<file path="src/pkg/dioc_defines.vh">
// Constants for the double-rate capable I/O cell: register map,
// field positions, reset values and clock source codes.
// Assumes inclusion by bare name from the design file.
`ifndef DIOC_DEFINES_VH
`define DIOC_DEFINES_VH

// ----------------------------------------
// Register offsets (byte addresses)
// ----------------------------------------
`define DIOC_ADDR_W        4
`define DIOC_CTRL_ADDR     4'h0
`define DIOC_STATUS_ADDR   4'h4
`define DIOC_INFO_ADDR     4'h8

// ----------------------------------------
// Control fields
// ----------------------------------------
`define DIOC_CTRL_DDR      0
`define DIOC_CTRL_LATCH    1
`define DIOC_CTRL_SEL_LO   2
`define DIOC_CTRL_SEL_HI   3
`define DIOC_CTRL_INV      4
`define DIOC_CTRL_DIFF     5
`define DIOC_CTRL_TAP_LO   6
`define DIOC_CTRL_TAP_HI   7
`define DIOC_CTRL_W        8
`define DIOC_CTRL_RST      8'h00
`define DIOC_DRIVE_RST     4'h3
`define DIOC_TRI_RST       2'h3

// ----------------------------------------
// Status fields
// ----------------------------------------
`define DIOC_ST_OVF        0
`define DIOC_ST_FULL       1
`define DIOC_ST_EMPTY      2
`define DIOC_ST_CLK        3
`define DIOC_ST_LVDS       4

// ----------------------------------------
// Clock source codes
// ----------------------------------------
`define DIOC_SRC_ROUTE     2'h0
`define DIOC_SRC_EDGE1     2'h1
`define DIOC_SRC_EDGE2     2'h2
`define DIOC_SRC_STROBE    2'h3

// ----------------------------------------
// Geometry
// ----------------------------------------
`define DIOC_GROUP_LR      8'h10
`define DIOC_GROUP_TB      8'h12
`define DIOC_SLOTS         2
`define DIOC_TAPS          4

`endif

</file>
<file path="src/design/dioc_cell.v">
// Programmable I/O cell with two slots, single or double rate output
// and tristate registers, strobe capture of pad input into a FIFO.
// Assumes one 25 MHz clock; all clock sources and pads arrive
// asynchronously and are sampled; software uses a plain register port.
//
// Summary of operation
// - One cell holds two I/O slots, each with its own pad.
// - Each slot drives data and tristate control, and samples its pad.
// - Tristate control is registered: one SDR register plus a DDR latch.
// - In SDR the first tristate input passes one flop or latch element.
// - In DDR both tristate inputs are captured on the rising edge.
// - In DDR the registered second input is latched in the next phase.
// - A mux on the same clock picks which stored value drives the pad.
// - Capture clock is routing, edge clock one, edge clock two or strobe.
// - The selected clock can optionally be inverted.
// - Data groups are 16 slots on left/right, 18 on top/bottom edges.
// - One slot per group holds a delay element building the strobe.
// - The delayed strobe feeds a bus reaching every slot of the group.
// - Memory sends strobe with read data; strobe captures it into inputs.
// - Two neighbouring slots pair as one true and complement pin.
// - Every pair can receive differentially; some pairs drive LVDS out.
//
// The register offsets and strobed register access were decided locally.
`timescale 1ns/1ps
`include "dioc_defines.vh"

// ----------------------------------------
// FIFO with registered output stage
// ----------------------------------------
module dioc_fifo #(
	parameter WIDTH = 4,
	parameter DEPTH = 16,
	parameter AW    = 4
) (
	input  wire             clk_i,
	input  wire             rst_n_i,
	input  wire             in_valid_i,
	output wire             in_ready_o,
	input  wire [WIDTH-1:0] in_data_i,
	output reg              out_valid_o,
	input  wire             out_ready_i,
	output reg  [WIDTH-1:0] out_data_o
);
	reg [WIDTH-1:0] mem [0:DEPTH-1];
	reg [AW-1:0]    wr_ptr_reg;
	reg [AW-1:0]    rd_ptr_reg;
	reg [AW:0]      count_reg;
	wire            push;
	wire            pop;

	assign in_ready_o = (count_reg != DEPTH[AW:0]);
	assign push       = in_valid_i & in_ready_o;
	assign pop        = (count_reg != {(AW+1){1'b0}}) & (~out_valid_o | out_ready_i);

	function [AW-1:0] ptr_inc;
		input [AW-1:0] p;
		begin
			if (p == DEPTH[AW-1:0] - {{(AW-1){1'b0}}, 1'b1})
				ptr_inc = {AW{1'b0}};
			else
				ptr_inc = p + {{(AW-1){1'b0}}, 1'b1};
		end
	endfunction

	always @(posedge clk_i)
	begin
		if (push)
			mem[wr_ptr_reg] <= in_data_i;
	end

	always @(posedge clk_i or negedge rst_n_i)
	begin
		if (!rst_n_i)
		begin
			wr_ptr_reg  <= {AW{1'b0}};
			rd_ptr_reg  <= {AW{1'b0}};
			count_reg   <= {(AW+1){1'b0}};
			out_valid_o <= 1'b0;
			out_data_o  <= {WIDTH{1'b0}};
		end
		else
		begin
			if (push)
				wr_ptr_reg <= ptr_inc(wr_ptr_reg);
			if (pop)
			begin
				rd_ptr_reg  <= ptr_inc(rd_ptr_reg);
				out_data_o  <= mem[rd_ptr_reg];
				out_valid_o <= 1'b1;
			end
			else if (out_ready_i)
				out_valid_o <= 1'b0;
			if (push & ~pop)
				count_reg <= count_reg + {{AW{1'b0}}, 1'b1};
			else if (pop & ~push)
				count_reg <= count_reg - {{AW{1'b0}}, 1'b1};
		end
	end
endmodule // dioc_fifo

// ----------------------------------------
// Cell top
// ----------------------------------------
module dioc_cell #(
	parameter EDGE_TB    = 0,
	parameter LVDS_OUT   = 1,
	parameter FIFO_DEPTH = 16,
	parameter FIFO_AW    = 4
) (
	input  wire                     mclk_i,
	input  wire                     reset_n_i,
	// Register port
	input  wire [`DIOC_ADDR_W-1:0]  reg_addr_i,
	input  wire [31:0]              reg_wdata_i,
	input  wire                     reg_wr_i,
	input  wire                     reg_rd_i,
	output reg  [31:0]              reg_rdata_o,
	// Clock sources
	input  wire                     route_clock_i,
	input  wire                     edge_clock_one_i,
	input  wire                     edge_clock_two_i,
	input  wire                     strobe_i,
	// Core side, one bit per slot
	input  wire [1:0]               out_data_first_i,
	input  wire [1:0]               out_data_second_i,
	input  wire [1:0]               tristate_core_in_first_i,
	input  wire [1:0]               tristate_core_in_second_i,
	// Pad side
	output reg  [1:0]               pad_out_o,
	output reg  [1:0]               pad_tristate_ctl_o,
	input  wire [1:0]               pad_in_i,
	// Captured input stream
	output wire                     rx_valid_o,
	input  wire                     rx_ready_i,
	output wire [3:0]               rx_data_o
);
	reg  [1:0]              rst_sync_reg;
	wire                    rst_n;
	reg  [5:0]              sync1_reg;
	reg  [5:0]              sync2_reg;
	reg  [`DIOC_TAPS-1:0]   tap_reg;
	reg  [`DIOC_CTRL_W-1:0] ctrl_reg;
	reg                     ovf_reg;
	reg                     clk_prev_reg;
	reg  [3:0]              pos_first_reg;
	reg  [3:0]              pos_second_reg;
	reg  [3:0]              neg_second_reg;
	reg  [3:0]              sdr_reg;
	reg  [1:0]              cap_rise_reg;
	reg                     push_reg;
	reg  [3:0]              push_data_reg;
	reg  [3:0]              drive_next;
	reg  [1:0]              pad_out_next;
	reg  [1:0]              tri_next;
	reg  [31:0]             rdata_next;
	reg                     clk_src;
	wire                    ddr_mode;
	wire                    diff_on;
	wire                    sel_clk;
	wire                    rise;
	wire                    fall;
	wire [1:0]              pad_now;
	wire [3:0]              src_first;
	wire [3:0]              src_second;
	wire                    fifo_ready;
	wire                    fifo_out_valid;
	wire [3:0]              fifo_out_data;
	wire [7:0]              group_w;

	// ----------------------------------------
	// Reset release
	// ----------------------------------------
	always @(posedge mclk_i or negedge reset_n_i)
	begin
		if (!reset_n_i)
			rst_sync_reg <= 2'b00;
		else
			rst_sync_reg <= {rst_sync_reg[0], 1'b1};
	end
	assign rst_n = rst_sync_reg[1];

	// ----------------------------------------
	// Input sampling
	// ----------------------------------------
	// Clocks and pads all come from foreign domains
	always @(posedge mclk_i or negedge rst_n)
	begin
		if (!rst_n)
		begin
			sync1_reg <= 6'h00;
			sync2_reg <= 6'h00;
		end
		else
		begin
			sync1_reg <= {pad_in_i, strobe_i, edge_clock_two_i,
				edge_clock_one_i, route_clock_i};
			sync2_reg <= sync1_reg;
		end
	end

	// strobe delay element
	// Tap granularity is one system clock; a coarse stand-in for fine delay
	always @(posedge mclk_i or negedge rst_n)
	begin
		if (!rst_n)
			tap_reg <= {`DIOC_TAPS{1'b0}};
		else
			tap_reg <= {tap_reg[`DIOC_TAPS-2:0], sync2_reg[3]};
	end

	assign group_w = (EDGE_TB != 0) ? `DIOC_GROUP_TB : `DIOC_GROUP_LR;

	// ----------------------------------------
	// Clock selection
	// ----------------------------------------
	// four clock sources
	always @*
	begin
		case (ctrl_reg[`DIOC_CTRL_SEL_HI:`DIOC_CTRL_SEL_LO])
			`DIOC_SRC_ROUTE:  clk_src = sync2_reg[0];
			`DIOC_SRC_EDGE1:  clk_src = sync2_reg[1];
			`DIOC_SRC_EDGE2:  clk_src = sync2_reg[2];
			`DIOC_SRC_STROBE: clk_src = tap_reg[ctrl_reg[`DIOC_CTRL_TAP_HI:`DIOC_CTRL_TAP_LO]];
			default:          clk_src = sync2_reg[0];
		endcase
	end

	assign sel_clk = clk_src ^ ctrl_reg[`DIOC_CTRL_INV];
	assign rise    = sel_clk & ~clk_prev_reg;
	assign fall    = ~sel_clk & clk_prev_reg;

	assign ddr_mode = ctrl_reg[`DIOC_CTRL_DDR];
	// differential output only where driver exists
	assign diff_on  = ctrl_reg[`DIOC_CTRL_DIFF] & (LVDS_OUT != 0);

	// Bits 3:2 data per slot, bits 1:0 tristate per slot
	assign src_first  = {out_data_first_i, tristate_core_in_first_i};
	assign src_second = {out_data_second_i, tristate_core_in_second_i};

	// ----------------------------------------
	// Output and tristate registers
	// ----------------------------------------
	always @(posedge mclk_i or negedge rst_n)
	begin
		if (!rst_n)
		begin
			clk_prev_reg   <= 1'b0;
			pos_first_reg  <= `DIOC_DRIVE_RST;
			pos_second_reg <= `DIOC_DRIVE_RST;
			neg_second_reg <= `DIOC_DRIVE_RST;
			sdr_reg        <= `DIOC_DRIVE_RST;
		end
		else
		begin
			clk_prev_reg <= sel_clk;
			if (rise)
			begin
				pos_first_reg  <= src_first;
				pos_second_reg <= src_second;
			end
			// second value held in low phase
			if (fall)
				neg_second_reg <= pos_second_reg;
			if (ctrl_reg[`DIOC_CTRL_LATCH] ? sel_clk : rise)
				sdr_reg <= src_first;
		end
	end

	always @*
	begin
		// high phase first, low phase second
		if (ddr_mode)
			drive_next = sel_clk ? pos_first_reg : neg_second_reg;
		else
			drive_next = sdr_reg;
		pad_out_next = drive_next[3:2];
		tri_next     = drive_next[1:0];
		// slot one becomes the complement pin
		if (diff_on)
		begin
			pad_out_next[1] = ~drive_next[2];
			tri_next[1]     = drive_next[0];
		end
	end

	// drive pads, one pair per slot
	always @(posedge mclk_i or negedge rst_n)
	begin
		if (!rst_n)
		begin
			pad_out_o          <= 2'b00;
			pad_tristate_ctl_o <= `DIOC_TRI_RST;
		end
		else
		begin
			pad_out_o          <= pad_out_next;
			pad_tristate_ctl_o <= tri_next;
		end
	end

	// ----------------------------------------
	// Input capture
	// ----------------------------------------
	// differential input always uses the true pin
	assign pad_now = ctrl_reg[`DIOC_CTRL_DIFF] ? {2{sync2_reg[4]}} : sync2_reg[5:4];

	always @(posedge mclk_i or negedge rst_n)
	begin
		if (!rst_n)
		begin
			cap_rise_reg  <= 2'b00;
			push_reg      <= 1'b0;
			push_data_reg <= 4'h0;
		end
		else
		begin
			push_reg <= 1'b0;
			if (rise)
				cap_rise_reg <= pad_now;
			if (ddr_mode & fall)
			begin
				push_reg      <= 1'b1;
				push_data_reg <= {cap_rise_reg, pad_now};
			end
			else if (~ddr_mode & rise)
			begin
				push_reg      <= 1'b1;
				push_data_reg <= {2'b00, pad_now};
			end
		end
	end

	dioc_fifo #(
		.WIDTH (4),
		.DEPTH (FIFO_DEPTH),
		.AW    (FIFO_AW)
	) u_fifo (
		.clk_i       (mclk_i),
		.rst_n_i     (rst_n),
		.in_valid_i  (push_reg),
		.in_ready_o  (fifo_ready),
		.in_data_i   (push_data_reg),
		.out_valid_o (fifo_out_valid),
		.out_ready_i (rx_ready_i),
		.out_data_o  (fifo_out_data)
	);
	assign rx_valid_o = fifo_out_valid;
	assign rx_data_o  = fifo_out_data;

	// ----------------------------------------
	// Register port
	// ----------------------------------------
	always @*
	begin
		rdata_next = 32'h0000_0000;
		case (reg_addr_i)
			`DIOC_CTRL_ADDR:
				rdata_next[`DIOC_CTRL_W-1:0] = ctrl_reg;
			`DIOC_STATUS_ADDR:
			begin
				rdata_next[`DIOC_ST_OVF]   = ovf_reg;
				rdata_next[`DIOC_ST_FULL]  = ~fifo_ready;
				rdata_next[`DIOC_ST_EMPTY] = ~fifo_out_valid;
				rdata_next[`DIOC_ST_CLK]   = sel_clk;
				rdata_next[`DIOC_ST_LVDS]  = (LVDS_OUT != 0);
			end
			`DIOC_INFO_ADDR:
				rdata_next[7:0] = group_w;
			default:
				rdata_next = 32'h0000_0000;
		endcase
	end

	always @(posedge mclk_i or negedge rst_n)
	begin
		if (!rst_n)
		begin
			ctrl_reg    <= `DIOC_CTRL_RST;
			ovf_reg     <= 1'b0;
			reg_rdata_o <= 32'h0000_0000;
		end
		else
		begin
			if (reg_wr_i && reg_addr_i == `DIOC_CTRL_ADDR)
				ctrl_reg <= reg_wdata_i[`DIOC_CTRL_W-1:0];
			// Lost capture sets overflow; set wins over write-one clear
			if (push_reg & ~fifo_ready)
				ovf_reg <= 1'b1;
			else if (reg_wr_i && reg_addr_i == `DIOC_STATUS_ADDR
				&& reg_wdata_i[`DIOC_ST_OVF])
				ovf_reg <= 1'b0;
			reg_rdata_o <= reg_rd_i ? rdata_next : 32'h0000_0000;
		end
	end
endmodule // dioc_cell

</file>
<file path="config.mk">
export PLATFORM = sky130hd
export DESIGN_NAME = dioc_cell
export DESIGN_NICKNAME = d
export VERILOG_FILES = /design/src/design/dioc_cell.v
export VERILOG_INCLUDE_DIRS = /design/src /design/src/pkg
export SDC_FILE = /design/constraint.sdc
export NUM_CORES = 1
export LEC_CHECK = 0
export BUFFER_PORTS_ARGS = -buffer_cell sky130_fd_sc_hd__clkbuf_2
export CAP_MARGIN = 30
export CELL_PAD_IN_SITES_DETAIL_PLACEMENT = 0
export CELL_PAD_IN_SITES_GLOBAL_PLACEMENT = 1
export CORE_ASPECT_RATIO = 1.5
export CORE_MARGIN = 10
export CORE_UTILIZATION = 50
export DETAILED_ROUTE_END_ITERATION = 8
export MAX_ROUTING_LAYER = met4
export PLACE_DENSITY_LB_ADDON = 0.1
export SLEW_MARGIN = 20
export SYNTH_ARGS = -nofsm -noshare
export SYNTH_HDL_FRONTEND = slang
export SYNTH_SLANG_ARGS = --single-unit
export TNS_END_PERCENT = 5
</file>
<file path="constraint.sdc">
create_clock -name mclk_i -period 3.98 [get_ports mclk_i]
set_clock_uncertainty 0.15 [all_clocks]
set_input_delay 0.199 -clock mclk_i [delete_from_list [all_inputs] [get_ports mclk_i]]
set_output_delay 0.199 -clock mclk_i [all_outputs]
set_load 0.005 [all_outputs]
</file>
==> results of run 1 <==
stage by stage:
stage / cells / setup slack (ns) / hold slack [ns] / total power [mW] / utilization, %
finish: 656 / 0.954 / 0.0380 / 5.25 / 60.6
detailed placement: 597 / 0.972 / -0.163 / 3.76 / 53.5
floorplan: 436 / 0.940 / -0.247 / 3.37 / -
CTS: 656 / 0.923 / 0.0231 / 5.32 / 60.6
global route: 656 / 0.758 / 0.0578 / 5.57 / 60.6
global placement: 596 / 0.975 / -0.164 / 3.71 / 53.2
routing by layer:
metal  up-vias  part of all wire [%]  global-route usage [%]
met2        59                    58                    25.9
li1       1607                     -                       -
met3         8                   2.9                    2.89
met4         0                  0.90                    5.10
met1      1678                    39                    15.2
met5         -                     0                       -
cell families (layout without fill, tap and decap cells):
kind of cell               Yosys count  count (layout)  synth area share, %
buffers and inverters               61             128                 5.41
other                                2              25                0.123
AOI/OAI and AO/OA                   53              53                 5.86
DFF                                145             145                 65.1
xor gates and xnor gates             7               7                 1.01
and+or+nand+nor                     78              78                 5.90
muxes                               57              57                 14.4
adders and majority gates           10              10                 2.18
synthesized netlist by cell type, types with 3 or more instances:
library cell and n:
nand2b_1 4, mux2_2 30, edfxtp_1 64, nand2_1 20
a21oi_1 9, xnor2_1 5, a211oi_1 3, buf_4 24
clkbuf_1 14, nor2_1 26, dfstp_2 10, ha_1 9
buf_1 3, nor2b_1 4, o21ai_0 17, mux2i_1 5
nor3_1 9, o211a_1 3, a21o_1 5, nand3_1 5
a311oi_1 3, dfrtp_1 71, mux4_2 21, inv_1 17
cell type report:
| class | count | area, sq um | share of cell area [%] |
|---|---|---|---|
| Sequential cell | 145 | 3970 | 54.7 |
| Multi-Input combinational cell | 230 | 1880 | 25.9 |
| Timing Repair Buffer | 79 | 563 | 7.77 |
| Clock buffer | 21 | 482 | 6.65 |
| Tap cell | 153 | 191 | 2.64 |
| Clock inverter | 11 | 101 | 1.40 |
| Inverter | 17 | 63.8 | 0.881 |
how the worst max path moves through the flow:
stage	to	startpoint	depth (start not counted)
finish	u_fifo.count_reg[4]	u_fifo.count_reg[0]	11
global route	u_fifo.count_reg[4]	u_fifo.count_reg[0]	11
CTS	u_fifo.count_reg[4]	u_fifo.count_reg[0]	11
detailed placement	u_fifo.count_reg[4]	u_fifo.count_reg[0]	11
global placement	u_fifo.count_reg[4]	u_fifo.count_reg[0]	11
floorplan	u_fifo.count_reg[4]	u_fifo.count_reg[1]	10
power by group:
part           internal [mW]  switching (mW)  leakage, nW
registers               2.02           0.382         1.54
clock network          0.932           0.593        0.281
logic                  0.732           0.594         1.14
==> qor.yml, run 1 <==
tns_ns: 0
pwr_density_cell_nw_per_um2: 725
clkTransAtPathRegs_ns: 0.06
syn_to_final_growth_pct: 19.1
fin_area_sq_um: 7250
reg2regPathDepth: 11
nNetsFinal: 555
synth_edf_count: 64
drt_iter0_drc: 72
fmax_mhz: 330
grt_pass1_vias: 3656
holdBufCountCts: 27
async_flop_share_pct: 55.9
cts_resized: 0
layout_min_cycle_time_ns: 3.03
root_buffer: "clkbuf_16"
leakagePower_nw: 2.97
clk_latency_ns: 0.40
rsz0062_at_grt: "false"
end_kind: "flop"
start_util_pct: 50.9
post-cts-setup-buffers: 0
drtPass1Iterations: 4
final_common_cell: "dfrtp_1"
yosysUniqueCellTypes: 49
slew_headroom_pct: 43.8
vdd_drop_max_v: 0.000365
place_congestion: 0.741
layout-drive-gt1-share_pct: 29.4
grt_util_all_layers_pct: 14.5
slowest_stage: "or4_1"
ant_nets: 0
routed_wl_um: 11300
hold_depth: 2
die_y_um: 155
cp.arrival_ns: 3.16
design.core.area_sq_um: 12000
synth_area_sq_um: 6080
gr-total-overflow: 0
crit-reg2reg-launch: "u_fifo.count_reg[0]"
dpl.hpwl_um: 8070
largest_reg_flops: 64
die_area_sq_um: 17100
finalMaxSlewViolations: 0
period_share_pct: 76.0
rows: 49
place_area_sq_um: 6390
yosysWarnings: 0
yosysTopAreaCell: "edfxtp_1"
cts.htree.levels: 4
synth.area.top_cells: "edfxtp_1 32%, dfrtp_1 29%, mux4_2 7.8%, mux2_2 5.6%, dfstp_2 4.3%"
ff2ff_setup_slack_ns: 0.95
fillers: 936
crit_chain: "or4_1 -> o21ai_1 -> buf_4 -> ha_1 -> inv_1 -> fa_1 -> a21o_1 -> a21oi_1 -> xnor2_1 -> nor2_1 -> xor2_1"
cts_tree: "done"
synth_top_flop_cell: "dfrtp_1"
crit_required_ns: 4.11
io_buffers: 47
numCtsBuffers: 17
status: "completed"
diodes: 0
critPathKind: "flop to flop"
finalHoldViolations: 0
via_per_inst: 5.11
start_kind: "flop"
remaining_drc_errors: 0
die_x_um: 110
crit_family: "simple AND/OR/NAND/NOR gates"
netlist_instances: 413
clock-sinks: 145
hold_end: "reg_rdata_o[7]"
grt_max_degree: 52
top_level_ports: 96
cts_buffer_depth: 2
cap_viol_max_count: 0
crit_buf_inv: 2
mostFrequentLayoutCells: "70 x dfrtp_1, 64 x edfxtp_1, 47 x clkbuf_2"
grt_pass1_wl_um: 18500
setup_viol: 0
synth_top_area_share_pct: 31.6
antenna_found_initial: 0
ys_seq_area_share_pct: 65.1
wire_per_inst_um: 17.3
min_from: "reg_addr_i[2]"
ys_ff_latch: 145
worst_pin_slew_ns: 0.844
r2r-end: "u_fifo.count_reg[4]"
cpPeakStageDelay_ns: 0.56
vias: 3352
hold_class: "input pin to flop"
critical_path.max_fanout: 9
syn_area_per_cell_sq_um: 14.7
No activity file was read; power rests on OpenSTA's default activity.
==> run 2: changes to the inputs <==
Settings changed: ABC_AREA set to 1, CORE_UTILIZATION 50 to 44.
Clock period 3.98 ns to 2.8 ns, I/O delays scaled along.
==> run 2 against run 1 <==
Sequential cell count stayed put; critical path type unchanged; largest cell class unchanged; first-iteration DRC count is 150% higher; global-route usage is 0.93 points higher.
==> qor.yml, run 2 <==
status: "completed"
grt_util_all_layers_pct: 15.4  # +0.93 points
grt_max_degree: 46  # -12%
crit_chain: "nor4_4 -> nand2_1 -> nand2_1 -> clkinv_1 -> ha_1 -> inv_2 -> ha_1 -> a21o_1 -> a21oi_2 -> nand2_1 -> nand2_1 -> nor2_1 -> xor2_1"
gr-total-overflow: 0  # unchanged
start_util_pct: 45.1  # -5.8 points
synth_top_flop_cell: "dfrtp_1"
die_x_um: 116  # +5.5%
antenna_found_initial: 0  # unchanged
final_common_cell: "nand2_1"
hold_end: "reg_rdata_o[1]"
critical_path.max_fanout: 4  # -5
internal_power_mw: 5.05  # +37%
top_level_ports: 96  # unchanged
crit_required_ns: 2.95  # -1.16 ns
largest_reg_flops: 64  # unchanged
fin_area_sq_um: 7400  # +2.2%
cts_tree: "done"
cts.htree.levels: 4  # unchanged
syn_to_final_growth_pct: 21.3
switching_power_mw: 2.64  # +68%
numCtsBuffers: 17  # unchanged
remaining_drc_errors: 0  # unchanged
finalHoldViolations: 0  # unchanged
fmax_mhz: 379  # +15%
synth_area_sq_um: 6100  # +0.33%
root_buffer: "clkbuf_16"
fillers: 1216  # +30%
critPathKind: "flop to flop"
vdd_drop_max_v: 0.000473  # +29%
rsz0062_at_grt: "false"
end_kind: "flop"
crit_top_cell: "nand2_1"
tns_ns: 0  # unchanged
start_kind: "flop"
cp.arrival_ns: 2.78  # -0.38 ns
ff2ff_setup_slack_ns: 0.16  # -0.79 ns
place_area_sq_um: 6470  # +1.2%
wire_per_inst_um: 16.4  # -5.4%
yosysWarnings: 0  # unchanged
die_y_um: 164  # +5.9%
dp_cells: 766  # +28%
p_seq_share_pct: 42.5  # -3.2 points
yosysUniqueCellTypes: 40  # -18%
diodes: 0  # unchanged
finalMaxSlewViolations: 0  # unchanged
min_from: "reg_addr_i[3]"
clk_latency_ns: 0.41  # about the same
leakagePower_nw: 3.21  # +8.2%
period_share_pct: 94.1  # +18 points
worst_pin_slew_ns: 0.619  # -0.225 ns
place_congestion: 0.783  # +5.8%
synth.area.top_cells: "edfxtp_1 31%, dfrtp_1 29%, nand2_1 5.4%, nor2_1 4.7%, o21ai_0 4.4%"
syn_area_per_cell_sq_um: 10.8  # -27%
cts_buffer_depth: 2  # unchanged
netlist_instances: 564  # +37%
hold_class: "input pin to flop"
nNetsFinal: 719  # +30%
ys_seq_area_share_pct: 64.9  # -0.21 points
yosys-top-cells-count: "87 x nand2_1, 76 x nor2_1, 71 x dfrtp_1"
ant_nets: 0  # unchanged
synthMostInstantiatedCell: "nand2_1"
io_buffers: 47  # unchanged
mostFrequentLayoutCells: "87 x nand2_1, 76 x nor2_1, 69 x dfrtp_1"
grt_pass1_vias: 4360  # +19%
r2r-end: "u_fifo.count_reg[4]"
synth_top_area_share_pct: 31.5  # -0.10 points
pwr_density_cell_nw_per_um2: 1040  # +43%
hold_depth: 4  # +2
cap_viol_max_count: 0  # unchanged
clockPowerShare_pct: 30.0  # +0.9 points
slowest_stage: "dfrtp_2"
setup_viol: 0  # unchanged
reg2regPathDepth: 13  # +2
drt_iter0_drc: 178  # +150%
grt_pass1_wl_um: 22200  # +20%
design.core.area_sq_um: 13500  # +13%
ys_ff_latch: 145  # unchanged
vias: 4108  # +23%
stdcell_count: 829  # +26%
crit-reg2reg-launch: "u_fifo.count_reg[1]"
die_area_sq_um: 19100  # +12%
layout_min_cycle_time_ns: 2.64  # -0.391 ns
combPwrFrac_pct: 27.5  # +2.2 points
via_per_inst: 4.96  # -3.0%
rows: 52  # +6.1%
cpPeakStageDelay_ns: 0.45  # -0.11 ns
slew_headroom_pct: 58.8  # +15 points
synth_edf_count: 64  # unchanged
routed_wl_um: 13600  # +20%
sw_frac_of_total_pct: 34.4  # +4.5 points
dpl.hpwl_um: 9650  # +19%
yosysTopAreaCell: "edfxtp_1"
drtPass1Iterations: 5  # +1
clock-sinks: 145  # unchanged
layout-drive-gt1-share_pct: 18.1  # -11 points
clkTransAtPathRegs_ns: 0.06  # about the same
async_flop_share_pct: 55.9  # unchanged
==> run 2: cell types whose count changed after synthesis, moves of 7 or more <==
cell | previous run | this run
inv_1 | 17 | 45
nand2_1 | 20 | 87
o21ai_0 | 17 | 54
nand3_1 | 5 | 31
mux4_2 | 21 | 0
o22ai_1 | 0 | 7
mux2_2 | 30 | 1
o221ai_1 | 0 | 11
nor3_1 | 9 | 1
nor2_1 | 26 | 76
==> run 2: cell type report <==
type	count	area [sq um]	share of cell area [%]
multi-input cells	354	1800	24.4
repair buffers	88	641	8.65
clock buffers	22	490	6.62
flip-flops and latches	145	3970	53.6
inverters	48	180	2.43
clock inverters	10	119	1.61
well taps	162	203	2.74
==> run 2: through the flow <==
stage                     setup WS, ns  total power, mW  util (%)  hold WS, ns
after detailed placement        0.0387             5.39      47.8       -0.218
final                            0.165             7.69      54.7       0.0219
after CTS                       0.0409             7.75      54.6      0.00149
after global routing            0.0117             8.20      54.7       0.0659
after global placement           0.129             5.30      47.6       -0.224
after floorplan                  0.183             4.67         -       -0.306
==> run 2: logic make-up (layout without fill, tap and decap cells) <==
kind of cell             count (synthesis)  in the layout  synth area share, %
multiplexers                             1              1                0.184
buffers and inverters                   88            168                 7.15
AND/OR/NAND/NOR                        212            212                 15.1
AO/OA/AOI/OAI                          102            102                 9.76
flip-flops                             145            145                 64.9
adder cells (fa/ha/maj)                 10             10                 2.17
other                                    2             25                0.123
XOR/XNOR                                 4              4                0.574
==> run 2: per-layer routing <==
| layer | track usage [%] | share of wire [%] | up-vias |
|---|---|---|---|
| li1 | - | - | 2036 |
| met1 | 16.3 | 40 | 1995 |
| met2 | 28.0 | 57 | 67 |
| met3 | 3.03 | 2.3 | 10 |
| met4 | 4.79 | 0.91 | 0 |
| met5 | - | 0 | - |
==> run 2: timing repair <==
| item | in CTS | in global routing |
|---|---|---|
| setup buffers | 0 | 0 |
| hold buffers | 31 | 0 |
| endpoints found under the setup margin | 0 | 2 |
| hold endpoints to repair | 38 | 0 |
| gates resized for setup | 0 | 4 |
==> run 2: how the worst max path moves through the flow <==
stage / from / to / slack (ns)
finish: u_fifo.count_reg[1] / u_fifo.count_reg[4] / 0.16
floorplan: u_fifo.count_reg[1] / u_fifo.count_reg[4] / 0.18
global route: u_fifo.count_reg[1] / u_fifo.count_reg[4] / 0.01
global placement: u_fifo.count_reg[1] / u_fifo.count_reg[4] / 0.13
CTS: u_fifo.count_reg[1] / u_fifo.count_reg[4] / 0.04
detailed placement: u_fifo.count_reg[1] / u_fifo.count_reg[4] / 0.04
==> run 2: worst max-delay path: cells and delay by family, from the launching register on <==
kind | cells | cell delay (ns)
adder cells (fa/ha/maj) | 2 | 0.49
AO/OA/AOI/OAI | 2 | 0.39
AND/OR/NAND/NOR | 6 | 0.72
XOR/XNOR | 1 | 0.13
flip-flops | 1 | 0.45
buffers and inverters | 2 | 0.19
==> run 2: power groups by stage <==
stage / combinational [mW] / clock, mW / sequential (mW)
4_1_cts: 2.13 / 2.36 / 3.27
3_3_place_gp: 2.01 / 0 / 3.30
5_1_grt: 2.40 / 2.45 / 3.34
6_report: 2.12 / 2.31 / 3.27
2_1_floorplan: 1.51 / 0 / 3.15
3_5_place_dp: 2.08 / 0 / 3.30
==> run 3: changes to the inputs <==
Settings changed: MAX_ROUTING_LAYER met4 to unset.
==> run 3 against run 2 <==
Via count down 0.56%; clock power about the same; worst hold slack about the same; critical path depth did not move; sequential cell count did not move; final cell count unchanged; maximum frequency is 0.43% higher; wire length decreased by 0.35%; global-route usage is 0.44 points lower; critical endpoint unchanged; largest power group unchanged.
==> qor.yml, run 3 (synthesis gave the netlist of run 2 again) <==
drtPass1Iterations: 4  # -1
crit_buf_inv: 2  # unchanged
place_congestion: 0.773  # -1.3%
drt_iter0_drc: 173  # -2.8%
die_area_sq_um: 19100  # unchanged
dpl.hpwl_um: 9650  # unchanged
root_buffer: "clkbuf_16"
r2r-end: "u_fifo.count_reg[4]"
rows: 52  # unchanged
top_level_ports: 96  # unchanged
ant_nets: 0  # unchanged
cap_viol_max_count: 0  # unchanged
period_share_pct: 93.7  # -0.40 points
reg2regPathDepth: 13  # unchanged
io_buffers: 47  # unchanged
hold_end: "reg_rdata_o[1]"
cpPeakStageDelay_ns: 0.45  # about the same
setup_ws_ns: 0.176  # +0.0112 ns
grt_util_all_layers_pct: 15.0  # -0.44 points
die_x_um: 116  # unchanged
remaining_drc_errors: 0  # unchanged
final_common_cell: "nand2_1"
critical_path.max_fanout: 4  # unchanged
mostFrequentLayoutCells: "87 x nand2_1, 76 x nor2_1, 69 x dfrtp_1"
dp_cells: 766  # unchanged
design.core.area_sq_um: 13500  # unchanged
clkTransAtPathRegs_ns: 0.06  # about the same
numCtsBuffers: 17  # unchanged
start_util_pct: 45.1  # unchanged
crit-reg2reg-launch: "u_fifo.count_reg[1]"
vdd_drop_max_v: 0.000471  # -0.23%
leakagePower_nw: 3.21  # unchanged
min_from: "reg_addr_i[3]"
critPathKind: "flop to flop"
end_kind: "flop"
largest_reg_flops: 64  # unchanged
cts.htree.levels: 4  # unchanged
fmax_mhz: 381  # +0.43%
crit_top_cell: "nand2_1"
crit_chain: "nor4_4 -> nand2_1 -> nand2_1 -> clkinv_1 -> ha_1 -> inv_2 -> ha_1 -> a21o_1 -> a21oi_2 -> nand2_1 -> nand2_1 -> nor2_1 -> xor2_1"
stdcell_count: 829  # unchanged
tns_ns: 0  # unchanged
diodes: 0  # unchanged
slew_headroom_pct: 59.0  # +0.26 points
cp.depth: 13  # unchanged
grt_pass1_vias: 4372  # +0.28%
die_y_um: 164  # unchanged
cp.arrival_ns: 2.77  # about the same
post-place-ws_ns: 0.0387  # unchanged
grt_max_degree: 46  # unchanged
cts_tree: "done"
crit_family: "simple AND/OR/NAND/NOR gates"
cts_buffer_depth: 2  # unchanged
via_per_inst: 4.93  # -0.56%
nNetsFinal: 719  # unchanged
setup_viol: 0  # unchanged
finalHoldViolations: 0  # unchanged
ff2ff_setup_slack_ns: 0.18  # about the same
grt_pass1_wl_um: 22200  # about the same
antenna_found_initial: 0  # unchanged
rsz0062_at_grt: "false"
layout_min_cycle_time_ns: 2.62  # -0.0112 ns
worst_pin_slew_ns: 0.615  # -0.00391 ns
clock-sinks: 145  # unchanged
wire_per_inst_um: 16.3  # -0.35%
layout-drive-gt1-share_pct: 18.1  # unchanged
slowest_stage: "dfrtp_2"
gr-total-overflow: 0  # unchanged
pwr_density_cell_nw_per_um2: 1040  # about the same
finalMaxSlewViolations: 0  # unchanged
start_kind: "flop"
routed_wl_um: 13500  # -0.35%
clk_latency_ns: 0.41  # about the same
post-cts-setup-buffers: 0  # unchanged
syn_to_final_growth_pct: 21.3  # unchanged
status: "completed"
hold_depth: 4  # unchanged
hold_class: "input pin to flop"
vias: 4085  # -0.56%
crit_required_ns: 2.95  # about the same
run 3: cell counts in the layout (fill, tap and decap cells not counted):
No cell type changed its count.
run 3: routing by layer:
layer	wire length [um]	share of wire, %	global-route usage, %
met1	5410	40	15.9
met2	7630	56	28.0
met3	386	2.9	3.50
met4	96	0.71	4.79
met5	0	0	0
run 3: how the worst max path moves through the flow:
stage                        startpoint                   to  slack (ns)
detailed placement  u_fifo.count_reg[1]  u_fifo.count_reg[4]        0.04
floorplan           u_fifo.count_reg[1]  u_fifo.count_reg[4]        0.18
finish              u_fifo.count_reg[1]  u_fifo.count_reg[4]        0.18
global route        u_fifo.count_reg[1]  u_fifo.count_reg[4]        0.01
CTS                 u_fifo.count_reg[1]  u_fifo.count_reg[4]        0.04
global placement    u_fifo.count_reg[1]  u_fifo.count_reg[4]        0.13
run 3: worst register-to-register path, delay by kind of cell, from the launching register on:
family                     cells  cell delay [ns]
and+or+nand+nor                6             0.72
buffers and inverters          2             0.19
AOI/OAI and AO/OA              2             0.39
DFF                            1             0.45
xor gates and xnor gates       1             0.13
adders and majority gates      2             0.49
run 3: power breakdown:
part,switching [mW],internal [mW]
logic,1.34,0.771
clock network,0.868,1.44
registers,0.428,2.84
total,2.64,5.05
run 3: what timing repair did:
| item | 4_1_cts | 5_1_grt |
|---|---|---|
| setup endpoints to repair | 0 | 2 |
| hold buffers | 31 | 0 |
| gates resized for setup | 0 | 4 |
| hold endpoints to repair | 38 | 0 |
run 3: stage by stage:
stage	hold slack, ns	instance area (sq um)	power [mW]	utilization (%)
floorplan	-0.306	6190	4.67	-
global placement	-0.224	6440	5.30	47.6
detailed placement	-0.218	6470	5.39	47.8
CTS	0.00149	7390	7.75	54.6
global route	0.0657	7400	8.19	54.7
finish	0.0215	7400	7.69	54.7
run 3: area by class of cell:
class / instances / area [sq um]
fillers: 1216 / 6130
flip-flops and latches: 145 / 3970
multi-input cells: 354 / 1800
repair buffers: 88 / 641
clock buffers: 22 / 490
well taps: 162 / 203
inverters: 48 / 180
clock inverters: 10 / 119
